**src/hw/pd_evt_pkg.sv**
```systemverilog
// Package: register map, field layout and types of the PD event and wake-up logic
package pd_evt_pkg;
	localparam logic [11:0] OFS_CONFIG = 12'h000;
	localparam logic [11:0] OFS_FILTER = 12'h004;
	localparam logic [11:0] OFS_STATUS = 12'h008;
	localparam logic [11:0] OFS_IRQ_EN = 12'h00c;
	localparam logic [11:0] OFS_CLEAR = 12'h010;
	localparam logic [11:0] OFS_RX_BYTE = 12'h014;
	localparam logic [11:0] OFS_TX_BYTE = 12'h018;
	localparam logic [11:0] OFS_LEVEL = 12'h01c;
	localparam int NUM_FLAGS = 16;
	localparam int FILTER_W = 9;
	localparam int BIT_WAKE_EN = 0;
	localparam int BIT_CARRIER = 1;
	localparam int BIT_STANDBY = 2;
	localparam int BIT_PULLDOWN = 3;
	localparam int FL_TX_REQ = 0;
	localparam int FL_TX_DISC = 1;
	localparam int FL_TX_SENT = 2;
	localparam int FL_TX_ABORT = 3;
	localparam int FL_HR_DISC = 4;
	localparam int FL_HR_SENT = 5;
	localparam int FL_UNDERRUN = 6;
	localparam int FL_ROLE_SWAP = 7;
	localparam int FL_RX_NE = 8;
	localparam int FL_ORDSET = 9;
	localparam int FL_HR_DET = 10;
	localparam int FL_OVERFLOW = 11;
	localparam int FL_RX_MSG = 12;
	localparam int FL_LVL_ONE = 14;
	localparam int FL_LVL_TWO = 15;
	localparam logic [NUM_FLAGS-1:0] FLAGS_RST = 16'h0001;
	localparam logic [31:0] CONFIG_RST = 32'h0000_0000;
	localparam logic [FILTER_W-1:0] FILTER_RST = 9'h000;
	localparam logic [NUM_FLAGS-1:0] IRQ_EN_RST = 16'h0000;
	localparam logic [31:0] CARRIER_PATTERN = 32'haaaa_aaaa;
	typedef struct packed {
		logic rx_done;
		logic rx_byte_valid;
		logic [7:0] rx_byte;
		logic [3:0] ordset_code;
		logic ordset_valid;
		logic hard_reset_rx;
		logic role_swap_rx;
		logic rx_busy;
		logic line_noise;
	} rx_evt_t;
	typedef struct packed {
		logic byte_needed;
		logic packet_done;
		logic start_req;
		logic hard_reset_req;
		logic hard_reset_done;
		logic hard_reset_fail;
		logic tx_busy;
	} tx_evt_t;
	typedef struct packed {
		logic [1:0] pin_one_voltage_state;
		logic [1:0] pin_two_voltage_state;
		logic thresh_one_act;
		logic thresh_two_act;
		logic biphase_act;
		logic role_swap_act;
	} level_t;
endpackage : pd_evt_pkg

```
**src/hw/pd_phy_event_wakeup_logic.sv**
```systemverilog
// PD PHY event flags, interrupt request, wake-up and clock request logic
// Function
// - Carrier test sends one repeating pattern without end until software stops it.
// - In stop modes level and role-swap detection keep running and wake; biphase activity only requests the kernel clock.
// - In standby nothing works, no wake-up; configured pull-downs stay applied. The transmit-request flag still follows the byte register here.
// - Stop-mode wake-up only while the wake enable bit is set.
// - A voltage range change on either pin is a wake-up event.
// - Received message wakes only if its ordered set is enabled in the filter.
// - With wake enabled, detector activity asserts the kernel clock request.
// - Set the role-swap flag on each new role-swap receive event.
// - Separate level flag per pin, set when its stable voltage state changes.
// - Set message-received flag when a complete message has been received.
// - Set overflow flag when a byte arrives while the previous is unread.
// - Set hard-reset-detected flag when hard reset signalling is received.
// - Set ordered-set flag when a new 4 K-code ordered set is recognised.
// - Receive-not-empty flag holds while the receive byte is unread.
// - Set underrun flag when a needed transmit byte was not written in time.
// - Each hard reset request ends in either a sent or a discarded flag.
// - Hard reset during transmission aborts the message and sets transmit-aborted.
// - Set message-sent flag when a complete packet has been transmitted.
// - Refuse transmission during reception or noise; set transmit-discarded.
// - Set transmit-request flag while the transmit byte register needs loading.
//
// The register addresses and the APB register port are this design's own decisions.
module pd_phy_event_wakeup_logic
	import pd_evt_pkg::*;
(
	input wire logic pclk, // APB clock, 40 MHz
	input wire logic presetn, // Asynchronous reset, active low
	input wire logic psel, // APB select
	input wire logic penable, // APB access phase
	input wire logic pwrite, // APB direction
	input wire logic [11:0] paddr, // APB byte address
	input wire logic [31:0] pwdata, // APB write data
	output logic [31:0] prdata, // APB read data
	output logic pready, // APB ready
	output logic pslverr, // APB error on unmapped address
	input wire rx_evt_t rx_evt, // Receiver events, same clock
	input wire tx_evt_t tx_evt, // Transmitter events, same clock
	input wire level_t level_pins, // Analog detector levels, asynchronous
	input wire logic stop_mode, // System is in a stop mode
	input wire logic standby_mode, // System is in standby
	output logic irq, // Level interrupt request
	output logic wakeup_req, // Wake-up request toward the system
	output logic kernel_clk_req, // Kernel clock request
	output logic tx_abort, // Abort current message for hard reset
	output logic tx_refuse, // Requested transmission refused
	output logic [31:0] tx_word, // Transmit byte or carrier pattern
	output logic carrier_active, // Carrier test pattern running
	output logic pulldown_on // Pull-down terminations applied
);
	logic [31:0] config_reg;
	logic [FILTER_W-1:0] ordered_set_filter_mask;
	logic [NUM_FLAGS-1:0] flags;
	logic [NUM_FLAGS-1:0] irq_en;
	logic [3:0] received_ordered_set_code;
	logic [7:0] receive_byte_register;
	logic [7:0] transmit_byte_register;
	logic tx_byte_full;
	level_t lvl_meta;
	level_t lvl_sync;
	level_t lvl_prev;
	logic wr_en;
	logic rd_en;
	logic hr_pending;
	logic [NUM_FLAGS-1:0] set_ev;
	logic [NUM_FLAGS-1:0] clr_ev;
	logic ordset_ok;
	logic level_change;
	logic active;
	logic [31:0] rd_word;
	logic rd_miss;

	function automatic logic hit(input logic [11:0] a, input logic [11:0] ofs);
		return a == ofs;
	endfunction : hit

	assign wr_en = psel && penable && pwrite && pready;
	assign rd_en = psel && penable && !pwrite && pready;
	// Standby kills every function but the pull-downs and the transmit-request flag; the rest reacts only outside it
	assign active = !config_reg[BIT_STANDBY] && !standby_mode;

	// Detector levels come from analog pins, so synchronise before use
	always_ff @(posedge pclk or negedge presetn) begin
		if (!presetn) begin
			lvl_meta <= '0;
			lvl_sync <= '0;
			lvl_prev <= '0;
		end else begin
			lvl_meta <= level_pins;
			lvl_sync <= lvl_meta;
			lvl_prev <= lvl_sync;
		end
	end

	assign level_change = (lvl_sync.pin_one_voltage_state != lvl_prev.pin_one_voltage_state)
		|| (lvl_sync.pin_two_voltage_state != lvl_prev.pin_two_voltage_state);
	assign ordset_ok = rx_evt.ordset_valid && rx_evt.ordset_code < 4'(FILTER_W)
		&& ordered_set_filter_mask[rx_evt.ordset_code];

	always_comb begin
		set_ev = '0;
		set_ev[FL_TX_REQ] = !tx_byte_full;
		set_ev[FL_TX_DISC] = tx_evt.start_req && (rx_evt.rx_busy || rx_evt.line_noise);
		set_ev[FL_TX_SENT] = tx_evt.packet_done;
		set_ev[FL_TX_ABORT] = tx_evt.hard_reset_req && tx_evt.tx_busy;
		set_ev[FL_HR_DISC] = hr_pending && tx_evt.hard_reset_fail;
		set_ev[FL_HR_SENT] = hr_pending && tx_evt.hard_reset_done && !tx_evt.hard_reset_fail;
		set_ev[FL_UNDERRUN] = tx_evt.byte_needed && !tx_byte_full;
		set_ev[FL_ROLE_SWAP] = rx_evt.role_swap_rx;
		set_ev[FL_RX_NE] = 1'b0;
		set_ev[FL_ORDSET] = rx_evt.ordset_valid;
		set_ev[FL_HR_DET] = rx_evt.hard_reset_rx;
		set_ev[FL_OVERFLOW] = rx_evt.rx_byte_valid && flags[FL_RX_NE];
		set_ev[FL_RX_MSG] = rx_evt.rx_done;
		set_ev[FL_LVL_ONE] = lvl_sync.pin_one_voltage_state
			!= lvl_prev.pin_one_voltage_state;
		set_ev[FL_LVL_TWO] = lvl_sync.pin_two_voltage_state
			!= lvl_prev.pin_two_voltage_state;
		if (!active) begin
			set_ev = '0;
		end
		clr_ev = '0;
		if (wr_en && hit(paddr, OFS_CLEAR)) begin
			clr_ev = pwdata[NUM_FLAGS-1:0];
		end
		clr_ev[FL_RX_NE] = 1'b0;
	end

	// Set wins over clear; receive-not-empty follows the byte register
	always_ff @(posedge pclk or negedge presetn) begin
		if (!presetn) begin
			flags <= FLAGS_RST;
		end else begin
			flags <= (flags & ~clr_ev) | set_ev;
			flags[FL_TX_REQ] <= !tx_byte_full;
			if (rx_evt.rx_byte_valid && active) begin
				flags[FL_RX_NE] <= 1'b1;
			end else if (rd_en && hit(paddr, OFS_RX_BYTE)) begin
				flags[FL_RX_NE] <= 1'b0;
			end
		end
	end

	always_ff @(posedge pclk or negedge presetn) begin
		if (!presetn) begin
			receive_byte_register <= 8'h00;
			received_ordered_set_code <= 4'h0;
		end else begin
			if (rx_evt.rx_byte_valid && !flags[FL_RX_NE] && active) begin
				receive_byte_register <= rx_evt.rx_byte;
			end
			if (rx_evt.ordset_valid && active) begin
				received_ordered_set_code <= rx_evt.ordset_code;
			end
		end
	end

	always_ff @(posedge pclk or negedge presetn) begin
		if (!presetn) begin
			transmit_byte_register <= 8'h00;
			tx_byte_full <= 1'b0;
		end else begin
			if (wr_en && hit(paddr, OFS_TX_BYTE)) begin
				transmit_byte_register <= pwdata[7:0];
				tx_byte_full <= 1'b1;
			end else if (tx_evt.byte_needed) begin
				tx_byte_full <= 1'b0;
			end
		end
	end

	always_ff @(posedge pclk or negedge presetn) begin
		if (!presetn) begin
			hr_pending <= 1'b0;
		end else if (tx_evt.hard_reset_req && active) begin
			hr_pending <= 1'b1;
		end else if (tx_evt.hard_reset_done || tx_evt.hard_reset_fail) begin
			hr_pending <= 1'b0;
		end
	end

	always_ff @(posedge pclk or negedge presetn) begin
		if (!presetn) begin
			config_reg <= CONFIG_RST;
			ordered_set_filter_mask <= FILTER_RST;
			irq_en <= IRQ_EN_RST;
		end else if (wr_en) begin
			if (hit(paddr, OFS_CONFIG)) begin
				config_reg <= {28'h0000000, pwdata[3:0]};
			end
			if (hit(paddr, OFS_FILTER)) begin
				ordered_set_filter_mask <= pwdata[FILTER_W-1:0];
			end
			if (hit(paddr, OFS_IRQ_EN)) begin
				irq_en <= pwdata[NUM_FLAGS-1:0];
			end
		end
	end

	// Outputs, all registered
	always_ff @(posedge pclk or negedge presetn) begin
		if (!presetn) begin
			irq <= 1'b0;
			wakeup_req <= 1'b0;
			kernel_clk_req <= 1'b0;
			tx_abort <= 1'b0;
			tx_refuse <= 1'b0;
			tx_word <= 32'h0000_0000;
			carrier_active <= 1'b0;
			pulldown_on <= 1'b0;
		end else begin
			irq <= active && |(flags & irq_en);
			wakeup_req <= active && stop_mode && config_reg[BIT_WAKE_EN]
				&& (level_change || (rx_evt.rx_done && ordset_ok)
				|| rx_evt.role_swap_rx);
			kernel_clk_req <= active && config_reg[BIT_WAKE_EN]
				&& (lvl_sync.thresh_one_act || lvl_sync.thresh_two_act
				|| lvl_sync.biphase_act || lvl_sync.role_swap_act);
			tx_abort <= active && tx_evt.hard_reset_req && tx_evt.tx_busy;
			tx_refuse <= set_ev[FL_TX_DISC];
			carrier_active <= active && config_reg[BIT_CARRIER];
			tx_word <= (active && config_reg[BIT_CARRIER]) ? CARRIER_PATTERN
				: {24'h000000, transmit_byte_register};
			pulldown_on <= config_reg[BIT_PULLDOWN];
		end
	end

	// Read word and unmapped flag decoded from the address alone
	always_comb begin
		rd_word = 32'h0000_0000;
		rd_miss = 1'b0;
		case (paddr)
			OFS_CONFIG: rd_word = config_reg;
			OFS_FILTER: rd_word = {23'h000000, ordered_set_filter_mask};
			OFS_STATUS: rd_word = {16'h0000, flags};
			OFS_IRQ_EN: rd_word = {16'h0000, irq_en};
			OFS_CLEAR: rd_word = 32'h0000_0000;
			OFS_RX_BYTE: rd_word = {24'h000000, receive_byte_register};
			OFS_TX_BYTE: rd_word = {24'h000000, transmit_byte_register};
			OFS_LEVEL: rd_word = {24'h000000, received_ordered_set_code,
				lvl_sync.pin_two_voltage_state, lvl_sync.pin_one_voltage_state};
			default: rd_miss = 1'b1;
		endcase
	end

	// The setup edge registers the answer, so the access cycle needs no wait
	// and every bus output still comes from a flip-flop
	always_ff @(posedge pclk or negedge presetn) begin
		if (!presetn) begin
			pready <= 1'b0;
			pslverr <= 1'b0;
			prdata <= 32'h0000_0000;
		end else begin
			pready <= psel && !penable;
			pslverr <= psel && !penable && rd_miss;
			prdata <= (psel && !penable && !pwrite) ? rd_word : 32'h0000_0000;
		end
	end
endmodule : pd_phy_event_wakeup_logic

```
**config.mk**
```make
export PLATFORM = sky130hd
export DESIGN_NAME = pd_phy_event_wakeup_logic
export DESIGN_NICKNAME = d
export VERILOG_FILES = /design/src/hw/pd_evt_pkg.sv /design/src/hw/pd_phy_event_wakeup_logic.sv
export SDC_FILE = /design/constraint.sdc
export NUM_CORES = 1
export LEC_CHECK = 0
export BUFFER_PORTS_ARGS = -buffer_cell sky130_fd_sc_hd__buf_4
export CAP_MARGIN = 10
export CORE_MARGIN = 2
export CORE_UTILIZATION = 52
export CTS_CLUSTER_SIZE = 20
export DETAILED_ROUTE_END_ITERATION = 16
export GPL_TIMING_DRIVEN = 0
export PLACE_DENSITY = 0.8
export SLEW_MARGIN = 10
export SYNTH_ARGS = -nofsm -noshare
export SYNTH_HDL_FRONTEND = slang
export SYNTH_SLANG_ARGS = --single-unit
```
**constraint.sdc**
```tcl
create_clock -name pclk -period 2.3 [get_ports pclk]
set_input_delay 0.115 -clock pclk [delete_from_list [all_inputs] [get_ports pclk]]
set_output_delay 0.115 -clock pclk [all_outputs]
set_load 0.01 [all_outputs]
```
==> flow_summary.toml, run 1 <==
[global_route]
grt_pass1_wl_um = 22300
grt_start_max_net_pins = 78
track_usage_pct = 26.6
antenna_found_initial = 1
grt-ovfl-total = 0
grt_pass1_vias = 4345

[logic_synthesis]
synth_area_mm2 = 0.00529
async_reset_ff_share_pct = 100
synthFlopType = "dfrtp_1"
avgSynthCellArea_um2 = 12.8
synthAdderAreaFrac_pct = 0
synth_compound_area_share_pct = 7.72
synth-seq-cells = 120
synth.yosys.seq_area_share_pct = 56.8
ys_warn_count = 0
synthXorXnorAreaFrac_pct = 0.663
synthSimpleGateAreaFrac_pct = 10.5
yosysUniqueCellTypes = 52
synth_top_family_by_area = "multiplexers"
muxShareOfSynthArea_pct = 16.9
synth_edf_count = 0
syn_inst = 413

[timing]
finClkSkew_ps = 8.51
whs_ps = 77.7
drv_slew = 0
fin_crit_sh_pct = 95.5
worst_slew_pin_slew_ps = 852
final-setup-viol-count = 0
rsz0062_at_grt = "no"
maxSlewHeadroom_pct = 42.7
min_period_ps = 2200
finalHoldViolCount = 0
max_freq_mhz = 455

[critical_path]
arrival_ps = 2600
r2r_slack_ps = 180
worst-r2r-cell-count = 5
worstPathMaxFanout = 10
cp-end-kind = "flip-flop"
critPathLaunchType = "input pin"
cp.required_ps = 2700
path_class = "in -> reg"
critPathLaunch = "paddr[10]"
r2r_end = "irq_en[7]"
r2r_start = "pready"

[final_layout]
area_delta_synth_final_pct = 43.9
final_common_cell = "buf_4"
fillers = 613
final_area_mm2 = 0.00761
drive_gt1_share_pct = 41.9
fin_nets = 717
top_regs = "flags x16, irq_en x16, prdata x16"
layout_common_cells = "152 x buf_4, 119 x dfrtp_1, 62 x mux2_2"
final_cell_count_no_fill = 779

[route]
antenna_left = 0
drc = 0
avgRoutedWirePerCell_um = 18.1
wirelength_um = 14100
drt-pass1-iter-count = 6
num_vias = 4192
vias_per_cell = 5.38
first_iter_violations = 318

[floorplanning]
io_pins = 158
start_util_pct = 53.8
core-area_mm2 = 0.00982
die-area_mm2 = 0.0110
dieWidth_um = 105
dieHeight_um = 105
rows = 36

[power_and_ir_drop]
switching_share_pct = 23.6
power.internal_mw = 3.89
seq_power_share_pct = 42.6
power_switching_mw = 1.20
p_clk_share_pct = 48.8
p_per_area_mw_per_mm2 = 670
peakVddDrop_uv = 557
p_leak_nw = 3.73
p_comb_share_pct = 8.6

[clock_network]
clkTransAtPathRegs_ps = 60
cts_tree = "done"
cts_htree_levels = 4
cts_sinks = 120
clk_latency_ps = 520
numCtsBuffers = 17
max-clock-path-buffers = 2
clockRootBuffer = "clkbuf_8"

[job]
maxCapViolCount = 0

[hold_path]
hp-class = "in -> async"

[placement]
io_buffers = 113
dp_hpwl_um = 9270
place_inst = 687
place_area_mm2 = 0.00644
gp_routability_congestion = 0.883

[status]
status = "complete, no violations"
[power by group through the flow]
| stage | clock [mW] | sequential, mW | combinational (mW) |
|---|---|---|---|
| after floorplan | 0 | 2.20 | 0.157 |
| after global placement | 0 | 2.21 | 0.342 |
| after detailed placement | 0 | 2.21 | 0.355 |
| after CTS | 2.50 | 2.17 | 0.434 |
| after global routing | 2.61 | 2.17 | 0.477 |
| final | 2.48 | 2.17 | 0.440 |
[worst max-delay path by stage]
| stage | to | slack, ps |
|---|---|---|
| CTS | receive_byte_register[0] | 50 |
| global route | irq_en[12] | 50 |
| global placement | receive_byte_register[1] | -160 |
| floorplan | irq_en[10] | 550 |
| detailed placement | receive_byte_register[0] | -160 |
| finish | irq_en[7] | 100 |
[repair_timing]
item | 4_1_cts | 5_1_grt
resized for setup | 1 | 2
endpoints found under the hold margin | 199 | 0
setup buffers | 0 | 0
hold buffers | 59 | 0
endpoints found under the setup margin | 8 | 10
[worst max-delay path, stage by stage]
cell           delay (ps)
buf_4                 120
dlygate4sd3_1         590
nor3_2                380
nand4_1               240
nor2_2                410
buf_2                 360
mux2_2                380
[metal layers]
metal	vias to the layer above	global-route usage, %	share of wire (%)
met5	-	0	0
met4	0	13.5	4.5
met3	49	7.05	7.6
met2	224	44.5	50
met1	2046	31.8	38
li1	1873	-	-
[cell usage after synthesis, types with 6 or more instances]
| cell type | n | area (um2) |
|---|---|---|
| dfrtp_1 | 119 | 2980 |
| nand3_1 | 7 | 35.0 |
| nand2_1 | 15 | 56.3 |
| nor2b_1 | 12 | 75.1 |
| clkbuf_1 | 6 | 22.5 |
| buf_4 | 40 | 300 |
| inv_1 | 9 | 33.8 |
| nor2_1 | 19 | 71.3 |
| mux2_2 | 62 | 698 |
| o21ai_0 | 6 | 30.0 |
| a221o_1 | 6 | 60.1 |
| a22oi_1 | 6 | 45.0 |
| mux2i_1 | 15 | 150 |
| a21oi_1 | 6 | 30.0 |
[kinds of logic (layout without fill, tap and decap cells)]
| kind of cell | after synthesis | count (layout) |
|---|---|---|
| other | 1 | 29 |
| AND/OR/NAND/NOR | 94 | 94 |
| XOR/XNOR | 4 | 4 |
| multiplexers | 79 | 79 |
| buffers and inverters | 62 | 267 |
| AO/OA/AOI/OAI | 53 | 53 |
| flip-flops | 120 | 120 |
[through the flow]
step                power (mW)  util, %  setup TNS, ps  setup WS (ps)
floorplan                 2.36        -              0            554
global placement          2.55     65.2          -1440           -159
detailed placement        2.56     65.6          -1230           -165
CTS                       5.10     77.3              0           53.8
global route              5.26     77.5              0           48.7
finish                    5.09     77.5              0            104
[area by class of cell]
class	instances	area (um2)	share of cell area [%]
sequential	120	3000	39.5
tap	133	166	2.19
buffer	53	355	4.67
antenna	1	2.50	0.0329
clock buffer	20	445	5.86
multi-input combinational	258	2010	26.5
timing repair buffer	173	1470	19.3
inverter	9	33.8	0.444
clock inverter	12	116	1.53
Note: power is estimated with default switching activity, not from simulation.
==> inputs of run 2 (changes only) <==
==> constraint.sdc (replaced) <==
create_clock -name pclk -period 2.1 [get_ports pclk]
set_input_delay 0.105 -clock pclk [delete_from_list [all_inputs] [get_ports pclk]]
set_output_delay 0.105 -clock pclk [all_outputs]
set_load 0.01 [all_outputs]
==> run 2 against run 1 <==
Effect of this change: sequential power rose by 9.7%; first-iteration DRC count is 8.5% lower; count of clock-buffer cells in the layout is the same; clock power rose by 9.7%; power is 9.4% higher; combinational power up 9.5%; highest routed layer unchanged.
==> flow_summary.toml, run 2 (synthesized netlist as in run 1, its figures left out) <==
[status]
status = "complete, no violations"

[critical_path]
r2r_start = "ordered_set_filter_mask[5]"
path_class = "reg -> reg"
crit_end = "wakeup_req"
r2r_end = "wakeup_req"
cp.required_ps = 2470
critPathLaunch = "ordered_set_filter_mask[5]"
r2r_slack_ps = 120
arrival_ps = 2350
worstPathMaxFanout = 3
critPathLaunchType = "flip-flop"
worst-r2r-cell-count = 4
cp-end-kind = "flip-flop"

[timing]
max_freq_mhz = 506
worst_slew_pin_slew_ps = 915
final.setup.tns_ps = 0
finClkSkew_ps = 7.07
rsz0062_at_grt = "no"
maxSlewHeadroom_pct = 38.5
fin_crit_sh_pct = 94.2
drv_slew = 0
min_period_ps = 1980
fin_ws_ps = 123
finalHoldViolCount = 0
final-setup-viol-count = 0

[global_route]
grt_pass1_vias = 4355
track_usage_pct = 26.9
grt-ovfl-total = 0
grt_start_max_net_pins = 78
antenna_found_initial = 0
grt_pass1_wl_um = 22600

[power_and_ir_drop]
p_leak_nw = 3.72
seq_power_share_pct = 42.6
p_clk_share_pct = 48.7
switching_share_pct = 23.6
p_per_area_mw_per_mm2 = 734
power_switching_mw = 1.31
p_comb_share_pct = 8.7
p_total_mw = 5.58
power.internal_mw = 4.26
peakVddDrop_uv = 612

[placement]
dp_hpwl_um = 9270
io_buffers = 113
gp_routability_congestion = 0.883
place_ws_ps = -365

[floorplanning]
dieHeight_um = 105
start_util_pct = 53.8
rows = 36
dieWidth_um = 105
io_pins = 158
die-area_mm2 = 0.0110
core-area_mm2 = 0.00982

[job]
maxCapViolCount = 0

[route]
wirelength_um = 14200
drc = 0
num_vias = 4161
vias_per_cell = 5.36
antenna_left = 0
first_iter_violations = 291
drt-pass1-iter-count = 6
avgRoutedWirePerCell_um = 18.3

[final_layout]
final-seq-area_mm2 = 0.00300
top_regs = "flags x16, irq_en x16, prdata x16"
fillers = 620
area_delta_synth_final_pct = 43.6
fin_util_pct = 77.3
diodes = 0
final_common_cell = "buf_4"
multi_input_area_mm2 = 0.00202
drive_gt1_share_pct = 41.8
fin_nets = 715
layout_common_cells = "152 x buf_4, 119 x dfrtp_1, 62 x mux2_2"

[clock_network]
cts_tree = "done"
cts_htree_levels = 4
numCtsBuffers = 17
clk_latency_ps = 520
clockRootBuffer = "clkbuf_8"
max-clock-path-buffers = 2
cts_setup_buffers = 0
clkTransAtPathRegs_ps = 60
cts_sinks = 120

[hold_path]
hp-class = "in -> async"
==> run 2: cell types whose count changed in the layout (fill, tap and decap cells not counted) <==
cell           before  now
nor2_2              3    0
nor2_4              0    3
dlygate4sd3_1      59   57
diode_2             1    0
nor4b_1             1    2
nor4b_2             2    1
==> run 2: cell type report <==
class,instances,share of cell area [%]
Sequential cell,120,39.6
Multi-Input combinational cell,258,26.6
Timing Repair Buffer,171,19.1
Clock buffer,20,5.87
Buffer,53,4.68
Tap cell,133,2.19
Clock inverter,12,1.53
Inverter,9,0.445
==> run 2: through the flow <==
stage / area [um2] / hold WS (ps) / std cells
2_1_floorplan: 5390 / -191 / 440
3_3_place_gp: 6400 / 214 / 686
3_5_place_dp: 6440 / 46.7 / 687
4_1_cts: 7580 / 78.9 / 776
5_1_grt: 7590 / 106 / 776
6_report: 7590 / 76.9 / 776
==> run 2: power groups by stage <==
stage / Clock [mW] / Combinational, mW / Sequential (mW)
2_1_floorplan: 0 / 0.172 / 2.41
3_3_place_gp: 0 / 0.375 / 2.42
6_report: 2.72 / 0.482 / 2.38
4_1_cts: 2.74 / 0.474 / 2.38
5_1_grt: 2.86 / 0.522 / 2.38
3_5_place_dp: 0 / 0.389 / 2.42
==> run 2: timing repair <==
item / in CTS / in global routing
endpoints found under the setup margin: 8 / 19
hold endpoints to repair: 199 / 0
pin swaps: 0 / 0
hold buffers: 57 / 0
resized for setup: 2 / 3
==> run 2: worst min-delay path by stage <==
stage                               end  slack, ps  cells past startpoint
after CTS                      flags[1]         80                      4
after floorplan           config_reg[0]       -190                      0
final                         flags[13]         80                      2
after global placement      lvl_meta[0]        210                      1
after global routing          flags[13]        110                      2
after detailed placement     prdata[13]         50                      1
==> run 2: worst max-delay path, cell delays in order, from the launching register on <==
cell and delay [ps]:
dfrtp_1 410, mux4_2 470, and3b_1 190, o311ai_0 610, a21oi_1 160
==> run 2: layer usage <==
layer	vias to the layer above	track usage [%]	part of all wire, %
met3	43	7.42	6.7
met4	0	12.0	3.6
met5	-	0	0
li1	1862	-	-
met1	2041	32.0	38
met2	215	45.7	52
